### config.mk
export PLATFORM = sky130hd
export DESIGN_NAME = sfb_handler
export DESIGN_NICKNAME = d
export VERILOG_FILES = /design/src/sfb_pkg.sv /design/src/flash_scan.sv /design/src/sfb_handler.sv
export VERILOG_INCLUDE_DIRS = /design/src /design/src/src
export SDC_FILE = /design/constraint.sdc
export NUM_CORES = 1
export LEC_CHECK = 0
export BUFFER_PORTS_ARGS = -buffer_cell sky130_fd_sc_hd__buf_2
export CAP_MARGIN = 5
export CORE_MARGIN = 2
export CORE_UTILIZATION = 55
export DETAILED_ROUTE_END_ITERATION = 10
export PLACE_DENSITY = 0.82
export SYNTH_ARGS = -nofsm -noshare
export SYNTH_HDL_FRONTEND = slang
export SYNTH_SLANG_ARGS = --single-unit
### constraint.sdc
create_clock -name sys_clk -period 3.2 [get_ports sys_clk]
set_input_delay 0.32 -clock sys_clk [delete_from_list [all_inputs] [get_ports sys_clk]]
set_output_delay 0.32 -clock sys_clk [all_outputs]
set_load 0.005 [all_outputs]
### src/sfb_consts.svh
// constants for the serial boot command handler
`ifndef SFB_CONSTS_SVH
`define SFB_CONSTS_SVH
`define MATCH_BYTE   8'h5A
`define BAUD_RESET   8'h28
`define ERR_LEAD_A   8'hA1
`define ERR_LEAD_B   8'hA3
`define ERR_BAUD     8'h62
`define ERR_CMD      8'h63
`define CMD_ERASE    8'hF0
`define CMD_WRITE    8'h30
`define CMD_RAM      8'h60
`define CMD_SUM      8'h90
`define CMD_ID       8'hC0
`define CMD_STATUS   8'hC3
`define CMD_PROTECT  8'hFA
`define FLASH_FIRST  16'hC000
`define FLASH_LAST   16'hFFFF
`define TOP_FIRST    16'hFFE0
`define SECT_FIRST   4'hC
`define SECT_LAST    4'hF
`define REC_DATA     8'h00
`define REC_END      8'h01
`define ERR_LEN      4'h9
`define ID_LEN       4'hD
`define STAT_LEN     4'h7
`define SUM_LEN      4'h2
`define ID_HDR       8'h3A
`define STAT_HDR     8'h3B
`define BLANK_CODE   8'hFF
`define PROT_CODE    8'h01
`endif

### src/sfb_pkg.sv
// types shared by the serial boot command handler
package sfb_pkg;
  typedef enum logic [3:0] {
    S_MATCH = 4'h0, S_BAUD = 4'h1, S_CMD = 4'h2, S_SEND = 4'h3,
    S_DISP = 4'h4, S_PWA = 4'h5, S_BLANK = 4'h6, S_PCNT = 4'h7,
    S_PWRX = 4'h8, S_PWCHK = 4'h9, S_ERX = 4'hA, S_EWAIT = 4'hB,
    S_SUM = 4'hC, S_REC = 4'hD, S_FWR = 4'hE, S_HALT = 4'hF
  } state_e;
  typedef enum logic [2:0] {
    K_ECHO = 3'h0, K_EBAUD = 3'h1, K_ECMD = 3'h2, K_SUM = 3'h3,
    K_ID = 3'h4, K_STAT = 3'h5
  } kind_e;
  typedef struct packed {
    logic        run;
    logic        pend;
    logic        done;
    logic [15:0] addr;
    logic [15:0] last;
    logic [15:0] sum;
    logic        ones;
  } scan_s;
  typedef struct packed {
    state_e      st;
    state_e      post;
    kind_e       kind;
    logic [3:0]  idx;
    logic        txv;
    logic [7:0]  txd;
    logic [7:0]  cmd;
    logic [7:0]  baud;
    logic        prot;
    logic        pinit;
    logic        blank;
    logic        jump;
    logic [1:0]  ai;
    logic [15:0] pcnt_a;
    logic [15:0] pcmp_a;
    logic [7:0]  pn;
    logic [7:0]  pi;
    logic [7:0]  pbyte;
    logic [8:0]  ri;
    logic [7:0]  rlen;
    logic [7:0]  rtype;
    logic [15:0] raddr;
    logic [7:0]  rcs;
    logic [15:0] sum;
    logic        first;
    logic [15:0] jaddr;
    logic        fwr;
    logic        fer;
    logic        erall;
    logic [3:0]  es;
    logic [3:0]  ee;
    logic        rwr;
    logic [15:0] wa;
    logic [7:0]  wd;
    logic        armed;
    logic        sgo;
    logic [15:0] sfirst;
    logic [15:0] slast;
  } hs_s;
endpackage

### src/flash_scan.sv
// sequential flash reader that sums bytes and checks for all ones
`timescale 1ns/100ps
`default_nettype none
module flash_scan (
  // clock and reset
  input  wire logic        sys_clk,
  input  wire logic        sys_rst,
  // request
  input  wire logic        go,
  input  wire logic [15:0] first,
  input  wire logic [15:0] last,
  // result
  output logic             done,
  output logic [15:0]      sum,
  output logic             all_ones,
  // flash read port, data returns one cycle after the strobe
  output logic             mem_rd,
  output logic [15:0]      mem_addr,
  input  wire logic [7:0]  mem_data
);
  sfb_pkg::scan_s cur;
  sfb_pkg::scan_s nxt;

  always_comb begin
    nxt = cur;
    nxt.done = cur.pend & ~cur.run;
    nxt.pend = cur.run;
    if (cur.pend) begin
      nxt.sum = cur.sum + {8'h00, mem_data};
      nxt.ones = cur.ones & (mem_data == 8'hFF);
    end
    if (cur.run) begin
      if (cur.addr == cur.last) begin
        nxt.run = 1'b0;
      end else begin
        nxt.addr = cur.addr + 16'h0001;
      end
    end else if (go && !cur.pend) begin
      nxt.run = 1'b1;
      nxt.addr = first;
      nxt.last = last;
      nxt.sum = 16'h0000;
      nxt.ones = 1'b1;
    end
  end

  always_ff @(posedge sys_clk) begin
    if (sys_rst) begin
      cur <= '0;
    end else begin
      cur <= nxt;
    end
  end

  assign done     = cur.done;
  assign sum      = cur.sum;
  assign all_ones = cur.ones;
  assign mem_rd   = cur.run;
  assign mem_addr = cur.addr;
endmodule
`default_nettype wire

### src/sfb_handler.sv
// serial boot command handler: handshake, password, erase, write, RAM load, reports
`timescale 1ns/100ps
`default_nettype none
`include "sfb_consts.svh"
module sfb_handler #(
  parameter logic [7:0] ID_CODE = 8'h5C  // arbitrary product code value
) (
  // clock and reset
  input  wire logic        sys_clk,
  input  wire logic        sys_rst,
  // read protection strap, caught once after reset
  input  wire logic        read_prot_init,
  // received bytes from the serial receiver
  input  wire logic        rx_valid,
  input  wire logic [7:0]  rx_data,
  input  wire logic        rx_error,
  output logic             rx_ready,
  // bytes to the serial transmitter
  output logic             tx_valid,
  output logic [7:0]       tx_data,
  input  wire logic        tx_ready,
  // link settings and condition
  output logic [7:0]       baud_code,
  output logic             read_prot,
  output logic             halted,
  // flash read port
  output logic             flash_rd,
  output logic [15:0]      flash_rd_addr,
  input  wire logic [7:0]  flash_rd_data,
  // flash program and erase port
  output logic             flash_wr,
  output logic [15:0]      flash_wr_addr,
  output logic [7:0]       flash_wr_data,
  output logic             flash_erase,
  output logic             flash_erase_all,
  output logic [3:0]       erase_first,
  output logic [3:0]       erase_last,
  input  wire logic        flash_busy,
  // internal RAM load port and branch
  output logic             ram_wr,
  output logic [15:0]      ram_addr,
  output logic [7:0]       ram_wr_data,
  output logic             jump_valid,
  output logic [15:0]      jump_addr
);
  sfb_pkg::hs_s cur;
  sfb_pkg::hs_s nxt;
  logic        scan_done;
  logic [15:0] scan_sum;
  logic        scan_ones;

  flash_scan u_scan (
    .sys_clk  (sys_clk),
    .sys_rst  (sys_rst),
    .go       (cur.sgo),
    .first    (cur.sfirst),
    .last     (cur.slast),
    .done     (scan_done),
    .sum      (scan_sum),
    .all_ones (scan_ones),
    .mem_rd   (flash_rd),
    .mem_addr (flash_rd_addr),
    .mem_data (flash_rd_data)
  );

  ////////////////////////////////////////////////////////////////////////////
  function automatic logic baud_ok(input logic [7:0] b);
    return b == 8'h04 || b == 8'h05 || b == 8'h06 || b == 8'h07 ||
           b == 8'h0A || b == 8'h18 || b == 8'h28;
  endfunction

  function automatic logic cmd_ok(input logic [7:0] c);
    return c == `CMD_ERASE || c == `CMD_WRITE || c == `CMD_RAM || c == `CMD_SUM ||
           c == `CMD_ID || c == `CMD_STATUS || c == `CMD_PROTECT;
  endfunction

  function automatic logic [3:0] kind_len(input sfb_pkg::kind_e k);
    logic [3:0] n;
    n = 4'h1;
    if (k == sfb_pkg::K_EBAUD || k == sfb_pkg::K_ECMD) begin
      n = `ERR_LEN;
    end else if (k == sfb_pkg::K_SUM) begin
      n = `SUM_LEN;
    end else if (k == sfb_pkg::K_ID) begin
      n = `ID_LEN;
    end else if (k == sfb_pkg::K_STAT) begin
      n = `STAT_LEN;
    end
    return n;
  endfunction

  // byte idx of the answer of kind k
  function automatic logic [7:0] tx_pick(input sfb_pkg::hs_s s, input sfb_pkg::kind_e k,
                                         input logic [3:0] i);
    logic [7:0] b;
    b = 8'h00;
    case (k)
      sfb_pkg::K_ECHO: b = s.cmd;
      sfb_pkg::K_EBAUD, sfb_pkg::K_ECMD: begin
        if (i < 4'h3) begin
          b = `ERR_LEAD_A;
        end else if (i < 4'h6) begin
          b = `ERR_LEAD_B;
        end else begin
          b = (k == sfb_pkg::K_EBAUD) ? `ERR_BAUD : `ERR_CMD;
        end
      end
      sfb_pkg::K_SUM: b = (i == 4'h0) ? s.sum[15:8] : s.sum[7:0];
      sfb_pkg::K_ID: begin
        // ROM range travels as first and last address, high byte first
        if (i == 4'h0) b = `ID_HDR;
        else if (i == 4'h1) b = ID_CODE;
        else if (i == 4'h2) b = 8'(`FLASH_FIRST >> 8);
        else if (i == 4'h3) b = 8'(`FLASH_FIRST & 16'h00FF);
        else if (i == 4'h4) b = 8'(`FLASH_LAST >> 8);
        else if (i == 4'h5) b = 8'(`FLASH_LAST & 16'h00FF);
      end
      sfb_pkg::K_STAT: begin
        if (i == 4'h0) b = `STAT_HDR;
        else if (i == 4'h1) b = s.blank ? `BLANK_CODE : 8'h00;
        else if (i == 4'h2) b = s.prot ? `PROT_CODE : 8'h00;
      end
      default: b = 8'h00;
    endcase
    return b;
  endfunction

  function automatic sfb_pkg::hs_s send(input sfb_pkg::hs_s s, input sfb_pkg::kind_e k,
                                        input sfb_pkg::state_e p);
    sfb_pkg::hs_s r;
    r = s;
    r.st = sfb_pkg::S_SEND;
    r.kind = k;
    r.post = p;
    r.idx = 4'h0;
    r.txv = 1'b1;
    r.txd = tx_pick(s, k, 4'h0);
    return r;
  endfunction

  function automatic sfb_pkg::hs_s scan(input sfb_pkg::hs_s s, input logic [15:0] a,
                                        input logic [15:0] z, input sfb_pkg::state_e p);
    sfb_pkg::hs_s r;
    r = s;
    r.sgo = 1'b1;
    r.sfirst = a;
    r.slast = z;
    r.st = p;
    return r;
  endfunction

  // password stage over: go on to the operation itself
  function automatic sfb_pkg::hs_s after_pw(input sfb_pkg::hs_s s);
    sfb_pkg::hs_s r;
    r = s;
    r.ri = 9'h000;
    r.rcs = 8'h00;
    r.sum = 16'h0000;
    r.first = 1'b1;
    r.st = (s.cmd == `CMD_ERASE) ? sfb_pkg::S_ERX : sfb_pkg::S_REC;
    return r;
  endfunction

  ////////////////////////////////////////////////////////////////////////////
  logic       take;
  logic [7:0] ncs;

  always_comb begin
    rx_ready = cur.st == sfb_pkg::S_MATCH || cur.st == sfb_pkg::S_BAUD ||
               cur.st == sfb_pkg::S_CMD || cur.st == sfb_pkg::S_PWA ||
               cur.st == sfb_pkg::S_PWRX || cur.st == sfb_pkg::S_ERX ||
               cur.st == sfb_pkg::S_REC;
    rx_ready = rx_ready && cur.pinit;
    take = rx_valid && rx_ready;
    ncs = cur.rcs + rx_data;
    nxt = cur;
    nxt.sgo = 1'b0;
    nxt.fwr = 1'b0;
    nxt.fer = 1'b0;
    nxt.rwr = 1'b0;
    nxt.jump = 1'b0;
    if (!cur.pinit) begin
      nxt.pinit = 1'b1;
      nxt.prot = read_prot_init;
    end
    case (cur.st)
      sfb_pkg::S_MATCH: begin
        if (take && !rx_error && rx_data == `MATCH_BYTE) begin
          nxt.cmd = rx_data;
          nxt = send(nxt, sfb_pkg::K_ECHO, sfb_pkg::S_BAUD);
        end
      end
      sfb_pkg::S_BAUD: begin
        if (take) begin
          nxt.cmd = rx_data;
          if (!rx_error && baud_ok(rx_data)) begin
            nxt = send(nxt, sfb_pkg::K_ECHO, sfb_pkg::S_CMD);
          end else begin
            nxt = send(nxt, sfb_pkg::K_EBAUD, sfb_pkg::S_HALT);
          end
        end
      end
      sfb_pkg::S_CMD: begin
        if (take) begin
          nxt.cmd = rx_data;
          if (!rx_error && cmd_ok(rx_data)) begin
            nxt = send(nxt, sfb_pkg::K_ECHO, sfb_pkg::S_DISP);
          end else begin
            nxt = send(nxt, sfb_pkg::K_ECMD, sfb_pkg::S_HALT);
          end
        end
      end
      sfb_pkg::S_SEND: begin
        if (tx_ready) begin
          if (cur.idx + 4'h1 == kind_len(cur.kind)) begin
            nxt.txv = 1'b0;
            nxt.st = cur.post;
            // new rate only after its echo has gone out
            if (cur.kind == sfb_pkg::K_ECHO && cur.post == sfb_pkg::S_CMD) begin
              nxt.baud = cur.cmd;
            end
          end else begin
            nxt.idx = cur.idx + 4'h1;
            nxt.txd = tx_pick(cur, cur.kind, cur.idx + 4'h1);
          end
        end
      end
      sfb_pkg::S_DISP: begin
        nxt.ai = 2'h0;
        nxt.st = sfb_pkg::S_PWA;
        if (cur.cmd == `CMD_WRITE || cur.cmd == `CMD_RAM) begin
          if (cur.prot) nxt.st = sfb_pkg::S_HALT;
        end else if (cur.cmd == `CMD_SUM) begin
          nxt = scan(nxt, `FLASH_FIRST, `FLASH_LAST, sfb_pkg::S_SUM);
        end else if (cur.cmd == `CMD_ID) begin
          nxt = send(nxt, sfb_pkg::K_ID, sfb_pkg::S_CMD);
        end else if (cur.cmd == `CMD_STATUS) begin
          nxt = scan(nxt, `TOP_FIRST, `FLASH_LAST, sfb_pkg::S_BLANK);
        end else if (cur.cmd == `CMD_PROTECT) begin
          nxt.prot = 1'b1;
          nxt.st = sfb_pkg::S_CMD;
        end
      end
      sfb_pkg::S_PWA: begin
        if (take) begin
          if (rx_error) begin
            nxt.st = sfb_pkg::S_HALT;
          end else begin
            // count address then compare address, high byte first, no answer
            if (!cur.ai[1]) nxt.pcnt_a = {cur.pcnt_a[7:0], rx_data};
            else nxt.pcmp_a = {cur.pcmp_a[7:0], rx_data};
            nxt.ai = cur.ai + 2'h1;
            if (cur.ai == 2'h3) begin
              nxt = scan(nxt, `TOP_FIRST, `FLASH_LAST, sfb_pkg::S_BLANK);
            end
          end
        end
      end
      sfb_pkg::S_BLANK: begin
        if (scan_done) begin
          nxt.blank = scan_ones;
          if (cur.cmd == `CMD_STATUS) begin
            nxt = send(nxt, sfb_pkg::K_STAT, sfb_pkg::S_CMD);
          end else if (scan_ones) begin
            nxt = after_pw(nxt);
          end else begin
            nxt = scan(nxt, cur.pcnt_a, cur.pcnt_a, sfb_pkg::S_PCNT);
          end
        end
      end
      sfb_pkg::S_PCNT: begin
        if (scan_done) begin
          nxt.pn = scan_sum[7:0];
          nxt.pi = 8'h00;
          nxt.st = (scan_sum[7:0] == 8'h00) ? sfb_pkg::S_HALT : sfb_pkg::S_PWRX;
        end
      end
      sfb_pkg::S_PWRX: begin
        if (take) begin
          if (rx_error) begin
            nxt.st = sfb_pkg::S_HALT;
          end else begin
            nxt.pbyte = rx_data;
            nxt = scan(nxt, cur.pcmp_a + {8'h00, cur.pi}, cur.pcmp_a + {8'h00, cur.pi},
                       sfb_pkg::S_PWCHK);
          end
        end
      end
      sfb_pkg::S_PWCHK: begin
        if (scan_done) begin
          nxt.pi = cur.pi + 8'h01;
          if (scan_sum[7:0] != cur.pbyte) begin
            nxt.st = sfb_pkg::S_HALT;
          end else if (cur.pi + 8'h01 == cur.pn) begin
            nxt = after_pw(nxt);
          end else begin
            nxt.st = sfb_pkg::S_PWRX;
          end
        end
      end
      sfb_pkg::S_ERX: begin
        if (take) begin
          nxt.es = rx_data[7:4];
          nxt.ee = rx_data[3:0];
          nxt.erall = rx_data[7:4] == `SECT_FIRST && rx_data[3:0] == `SECT_LAST;
          nxt.armed = 1'b0;
          if (rx_error || rx_data[7:4] < `SECT_FIRST || rx_data[3:0] < rx_data[7:4]) begin
            nxt.st = sfb_pkg::S_HALT;
          end else if (cur.prot && !nxt.erall) begin
            nxt.st = sfb_pkg::S_HALT;
          end else begin
            nxt.fer = 1'b1;
            nxt.st = sfb_pkg::S_EWAIT;
          end
        end
      end
      sfb_pkg::S_EWAIT: begin
        nxt.armed = 1'b1;
        if (cur.armed && !flash_busy) begin
          if (cur.erall) nxt.prot = 1'b0;
          nxt = scan(nxt, `FLASH_FIRST, `FLASH_LAST, sfb_pkg::S_SUM);
        end
      end
      sfb_pkg::S_SUM: begin
        if (scan_done) begin
          nxt.sum = scan_sum;
          nxt = send(nxt, sfb_pkg::K_SUM, sfb_pkg::S_CMD);
        end
      end
      sfb_pkg::S_REC: begin
        if (take) begin
          nxt.ri = cur.ri + 9'h001;
          nxt.rcs = ncs;
          if (rx_error) begin
            nxt.st = sfb_pkg::S_HALT;
          end else if (cur.ri == 9'h000) begin
            nxt.rlen = rx_data;
          end else if (cur.ri == 9'h001) begin
            nxt.raddr[15:8] = rx_data;
          end else if (cur.ri == 9'h002) begin
            nxt.raddr[7:0] = rx_data;
          end else if (cur.ri == 9'h003) begin
            nxt.rtype = rx_data;
          end else if (cur.ri < {1'b0, cur.rlen} + 9'h004) begin
            if (cur.rtype == `REC_DATA) begin
              nxt.wa = cur.raddr + {7'h00, cur.ri} - 16'h0004;
              nxt.wd = rx_data;
              if (cur.cmd == `CMD_WRITE) begin
                nxt.fwr = 1'b1;
                nxt.armed = 1'b0;
                nxt.st = sfb_pkg::S_FWR;
              end else begin
                nxt.rwr = 1'b1;
                nxt.sum = cur.sum + {8'h00, rx_data};
                if (cur.first) nxt.jaddr = cur.raddr;
                nxt.first = 1'b0;
              end
            end
          end else if (ncs != 8'h00) begin
            nxt.st = sfb_pkg::S_HALT;
          end else if (cur.rtype == `REC_END) begin
            if (cur.cmd == `CMD_WRITE) begin
              nxt = scan(nxt, `FLASH_FIRST, `FLASH_LAST, sfb_pkg::S_SUM);
            end else begin
              nxt = send(nxt, sfb_pkg::K_SUM, sfb_pkg::S_PCNT);
              nxt.post = sfb_pkg::S_HALT;
              nxt.jump = 1'b0;
              nxt.pn = 8'hFF;
            end
          end else begin
            nxt.ri = 9'h000;
            nxt.rcs = 8'h00;
          end
        end
      end
      sfb_pkg::S_FWR: begin
        nxt.armed = 1'b1;
        if (cur.armed && !flash_busy) nxt.st = sfb_pkg::S_REC;
      end
      default: begin
        nxt.txv = 1'b0;
      end
    endcase
    // RAM load leaves the handler right after its checksum
    if (cur.st == sfb_pkg::S_SEND && nxt.st == sfb_pkg::S_HALT &&
        cur.kind == sfb_pkg::K_SUM && cur.cmd == `CMD_RAM) begin
      nxt.jump = 1'b1;
    end
  end

  always_ff @(posedge sys_clk) begin
    if (sys_rst) begin
      cur <= '0;
      cur.st <= sfb_pkg::S_MATCH;
      cur.post <= sfb_pkg::S_MATCH;
      cur.baud <= `BAUD_RESET;
    end else begin
      cur <= nxt;
    end
  end

  ////////////////////////////////////////////////////////////////////////////
  assign tx_valid        = cur.txv;
  assign tx_data         = cur.txd;
  assign baud_code       = cur.baud;
  assign read_prot       = cur.prot;
  assign halted          = cur.st == sfb_pkg::S_HALT;
  assign flash_wr        = cur.fwr;
  assign flash_wr_addr   = cur.wa;
  assign flash_wr_data   = cur.wd;
  assign flash_erase     = cur.fer;
  assign flash_erase_all = cur.erall;
  assign erase_first     = cur.es;
  assign erase_last      = cur.ee;
  assign ram_wr          = cur.rwr;
  assign ram_addr        = cur.wa;
  assign ram_wr_data     = cur.wd;
  assign jump_valid      = cur.jump;
  assign jump_addr       = cur.jaddr;
endmodule
`default_nettype wire

Yosys cells after proc, flatten, opt, wreduce, memory -nomap -nowiden
Cells that the tools add are included.
{ "word_totals": {"register_bits": 306, "mem_bits_rw": 0, "latchBits": 0, "memories": 0, "inputBits": 23, "rom_bits": 0} }
{ "op_classes": {"reduce_logical": 85, "n_bitwise": 21, "muxes": 153, "n_addsub": 12, "n_lt_le_gt_ge": 5, "div_mod_pow": 0, "n_mul": 0, "n_eq_ne": 103, "n_shift": 0} }
{ "ops": {"columns": ["op", "n"], "rows": [
  ["$mux W254", 16],
  ["$mux W250", 6],
  ["$pmux W91 S11", 1],
  ["$mux W135", 7],
  ["$mux W102", 9],
  ["$pmux W38 S11", 1],
  ["$pmux W33 S11", 1],
  ["$mux W152", 2],
  ["$pmux W25 S11", 1],
  ["$mux W127", 2],
  ["$mux W119", 2],
  ["$mux W111", 2],
  ["$pmux W16 S12", 1],
  ["$pmux W8 S12", 2],
  ["$mux W8", 21],
  ["$mux W160", 1],
  ["$mux W147", 1],
  ["$pmux W10 S12", 1],
  ["$mux W103", 1],
  ["$mux W33", 3],
  ["$mux W16", 6],
  ["$eq A8 B8 Y1 const B", 11],
  ["$pmux W8 S11", 1],
  ["$mux W4", 21],
  ["other kinds (85)", 259]
]} }

Depth between registers and ports, before layout
{ "depth": {"word_depth": 30, "depth_mapped": 14} }

Modules after synthesis
From an unflattened synthesis, not the netlist that was laid out.
{ "hier_totals": {"hier_cells": 2434, "area_unflattened_um2": 18898.1} }
{ "modules_own_cells": {"columns": ["mod", "area_each_um2", "n_inst", "cells_each"], "rows": [
  ["sfb_handler", 15766.4, 1, 2050],
  ["flash_scan", 3131.8, 1, 384]
]} }

Worst setup path after synthesis
Ideal clock, no wire load.
{ "synth_path": {"path_kind": "reg2reg", "from": "register cur[137] (netlist bit)", "to": "register cur (netlist bit flash_wr_addr[3])", "setup_ns": 0.128, "arrival_time_ns": 3.050, "n_path_buf": 2, "slack_ns": 0.023, "path_stages_with_launch": 14, "required_ns": 3.072, "path_cell_list": "dfxtp_1 > ha_1 > and3_1 > xnor2_1 > ha_1 > a2111oi_0 > o21ai_0 > a21oi_1 > o21ai_1 > or3_1 > clkbuf_1 > buf_1 > a21oi_1 > nor2_1"} }
{ "synth_via": {"elab_chain_cells": 10, "elab_cells_between_ends": 11, "cone_classes": "add/sub (1); order compare (1); mux (8); reduce/logical (1)"} }
{ "synth_lines": {"columns": ["item", "line_no", "source"], "rows": [
  ["from (decl)", "sfb_handler.sv:46", "sfb_pkg::hs_s cur;"],
  ["from (signal assigned)", "sfb_handler.sv:398", "cur <= nxt;"],
  ["$add A8 B3 Y9 (*)", "sfb_handler.sv:344", "end else if (cur.ri < {1'b0, cur.rlen} + 9'h004) begin"],
  ["$lt A9 B9 Y1 (*)", "sfb_handler.sv:344", null],
  ["$mux W26", "sfb_handler.sv:344", null],
  ["$mux W127", "sfb_handler.sv:342", "end else if (cur.ri == 9'h003) begin"],
  ["$mux W111", "sfb_handler.sv:340", "end else if (cur.ri == 9'h002) begin"],
  ["$mux W119", "sfb_handler.sv:338", "end else if (cur.ri == 9'h001) begin"],
  ["$mux W135", "sfb_handler.sv:336", "end else if (cur.ri == 9'h000) begin"],
  ["$mux W250", "sfb_handler.sv:334", "if (rx_error) begin"],
  ["$mux W254", "sfb_handler.sv:331", "if (take) begin"],
  ["$pmux W25 S11", "sfb_handler.sv:186", "case (cur.st)"]
]} }
Every way passes the cells marked *; elsewhere a longest branch is shown, timed or not. The select of a mux whose other input is x is not followed.
A chain may end at the register's enable or synchronous reset.

Worst setup path after layout
{ "layout_path": {"from": "register cur[103] (netlist bit)", "to": "register cur[172] (netlist bit)"} }
{ "layout_via": {"elab_chain_cells": 4} }
{ "layout_lines": {"columns": ["item", "line_no", "source"], "rows": [
  ["$add A8 B8 Y8", "sfb_handler.sv:175", "ncs = cur.rcs + rx_data;"],
  ["$reduce_bool A8 Y1", "sfb_handler.sv:359", "end else if (ncs != 8'h00) begin"],
  ["$ne A2 B2 Y1 (no source line)", null, null],
  ["$reduce_and A22 Y1 (no source line)", null, null]
]} }
Every way passes these cells.

==> qor.yml <==
firstDrtPassIters: 6
worst_slew_pin_slew_ns: 1.076
maxSlewHeadroom: 0.2723
layout_common_cells: "360 x nand2_1, 303 x dfxtp_1, 228 x a21oi_1"
place.gp.congestion: 1.034
clock_latency_ns: 0.55
ctsRootBufferMaster: "clkbuf_16"
grt_max_degree: 118
overflow: 0
hpwl_um: 41320
fin_skew_ns: 0.02487
row_count: 67
startpoint_type: "register"
power_leakage_uw: 0.008274
critPathKind: "register to register"
io_buffer_count: 136
synth_edf_count: 0
core_sq_um: 33280
netlist_area_sq_um: 18440
post-synth-top-area-fraction: 0.3301
synthFlopType: "dfxtp_1"
avgRoutedWirePerCell_um: 20.30
synthCells: 2365
rsz0062_at_grt: "true"
antenna_left: 0
drt-total-wl_um: 58660
hold_path.class: "input pin to register"
hold_slack_ns: 0.1695
clk_pin_slew_worst_paths_ns: 0.06
drtIter0Drc: 2190
cts_made_buffers: 35
utilization: 0.6266
cts_tree: "yes"
crit_chain: "ha_1 -> fa_1 -> a211oi_2 -> nor2_1 -> xnor2_1 -> nor4_2 -> buf_4 -> nand4_4 -> buf_4 -> a21oi_4 -> buf_12 -> nor2_1 -> a211oi_1"
synthDistinctLibCells: 105
cp_slowest_stage_delay_ns: 0.44
synthToLayoutAreaGrowth_pct: 13.11
grt_pass1_wl_um: 92070
die_w_um: 187.1
final_area_sq_um: 20850
ys_ff_latch: 304
clkSinkCount: 304
maxCapViolCount: 0
fin_crit_sh: 0.9752
status: "finished, final reports clean"
setup_viol: 0
finalHoldViolations: 0
grt_usage: 0.3219
peakVddDrop_v: 0.0005233
vias_per_cell: 6.259
arrival_ns: 3.56
die_area_sq_um: 35000
critPathMaxFanout: 16
cts_buffer_depth: 3
synthTopCellsByArea: "dfxtp_1 33%, nand2_1 7.3%, a21oi_1 6.2%, ha_1 5.2%, buf_4 4.6%"
layout.nets: 2518
min_period_ns: 3.121
seq_area_frac_synth: 0.3301
powerDensity_nw_per_um2: 414.7
critPathCaptureType: "register"
remaining_drc_errors: 0
synth.net_count: 2470
start_util: 0.5539
total_power_uw: 8647
ctsHtreeMaxLevel: 2
io_pins: 137
num_vias: 18080
drv_slew: 0
first_global_vias: 16950
postSynth.asyncResetShare: 0
slowest_stage: "fa_1"
hold_buffers: 0
final_common_cell: "nand2_1"
crit_required_ns: 3.64
place_area_sq_um: 19290
antenna_found_initial: 1
die_y_um: 187.1
final.setup.tns_ns: 0
drive_gt1_frac: 0.1648
synth_top_area_cell: "dfxtp_1"
yosys_warnings: 0
postSynthAreaPerCell_sq_um: 7.795
max_freq_ghz: 0.3205
Yosys cell counts, types with 46 or more instances:
cell type	number
a31oi_1	46
o21ai_0	80
ha_1	77
xnor2_1	55
clkbuf_1	100
nand3_1	98
nand2_1	360
buf_4	113
a21oi_1	229
mux2i_1	47
dfxtp_1	304
nor2_1	210
inv_1	74
final cells by class:
class	instances	area, sq um
Antenna cell	1	2.502
Clock buffer	41	938.4
Clock inverter	23	381.6
Fill cell	2830	12430
Inverter	76	285.3
Multi-Input combinational cell	1735	10820
Sequential cell	304	6087
Tap cell	448	560.5
Timing Repair Buffer	261	1782
report_power, final:
part	internal [uW]	total, uW	leakage [uW]	switching [uW]
clock network	2790	4560	0.000641	1770
logic	84.8	300	0.00518	215
registers	3780	3790	0.00245	2.79
total	6660	8650	0.00827	1980
registers in the layout, indices dropped and copies added (netlist names):
| register | count |
|---|---|
| u_scan.mem_addr | 16 |
| jump_valid | 1 |
| erase_last | 4 |
| tx_data | 8 |
| flash_erase_all | 1 |
| baud_code | 8 |
| u_scan.sum | 16 |
| ram_wr | 1 |
| u_scan.cur | 17 |
| u_scan.all_ones | 1 |
| u_scan.mem_rd | 1 |
| read_prot | 1 |
| cur | 181 |
| flash_wr | 1 |
| erase_first | 4 |
| flash_erase | 1 |
| tx_valid | 1 |
| u_scan.done | 1 |
| flash_wr_addr | 16 |
| flash_wr_data | 8 |
| jump_addr | 16 |
logic make-up (layout without fill, tap and decap cells):
group | after synthesis | after routing | synth area share
multiplexers | 53 | 53 | 0.02918
adder cells (fa/ha/maj) | 83 | 83 | 0.05823
other | 0 | 1 | 0
buffers and inverters | 326 | 401 | 0.09176
flip-flops | 304 | 304 | 0.3301
AND/OR/NAND/NOR | 917 | 917 | 0.2382
XOR/XNOR | 100 | 100 | 0.04832
AO/OA/AOI/OAI | 582 | 582 | 0.2042
stage by stage:
stage,cells,setup WS (ns)
after floorplan,2365,0.02292
final,2889,0.07943
after detailed placement,2818,-0.04477
after global placement,2818,0.02564
after global routing,2888,-0.1172
after CTS,2883,0.002242
timing repair:
| action | 4_1_cts | 5_1_grt |
|---|---|---|
| endpoints found under the setup margin | 28 | 86 |
| gates cloned | 0 | 2 |
| setup buffers | 1 | 3 |
| pin swaps | 1 | 16 |
| resized for setup | 3 | 34 |
worst max-delay path, delay by kind of cell (launching register included):
kind	cells	cell delay (ns)
AO/OA/AOI/OAI	3	0.65
XOR/XNOR	1	0.22
adder cells (fa/ha/maj)	2	0.67
buffers and inverters	3	0.56
flip-flops	1	0.31
AND/OR/NAND/NOR	4	0.61
metal layers:
metal  vias up  global-route usage  wire length (um)
li1       8388                   -                 -
met3       199             0.04822              4908
met2       927              0.5217             26500
met1      8568              0.4270             24480
met4         0              0.1401              2774
met5         -                   0                 0
path summary, 6_finish.rpt:
kind	from	to	slack (ns)	depth (start not counted)
min	flash_rd_data[0]	u_scan.sum[0]$_SDFF_PP0_	0.17	4
min reg2reg	jump_addr[3]$_SDFFE_PP0P_	jump_addr[3]$_SDFFE_PP0P_	0.45	2
max	cur[103]$_SDFFE_PP0P_	cur[172]$_SDFFE_PP0P_	0.08	13
max reg2reg	cur[103]$_SDFFE_PP0P_	cur[172]$_SDFFE_PP0P_	0.08	13
(Power assumes the default switching activity.)
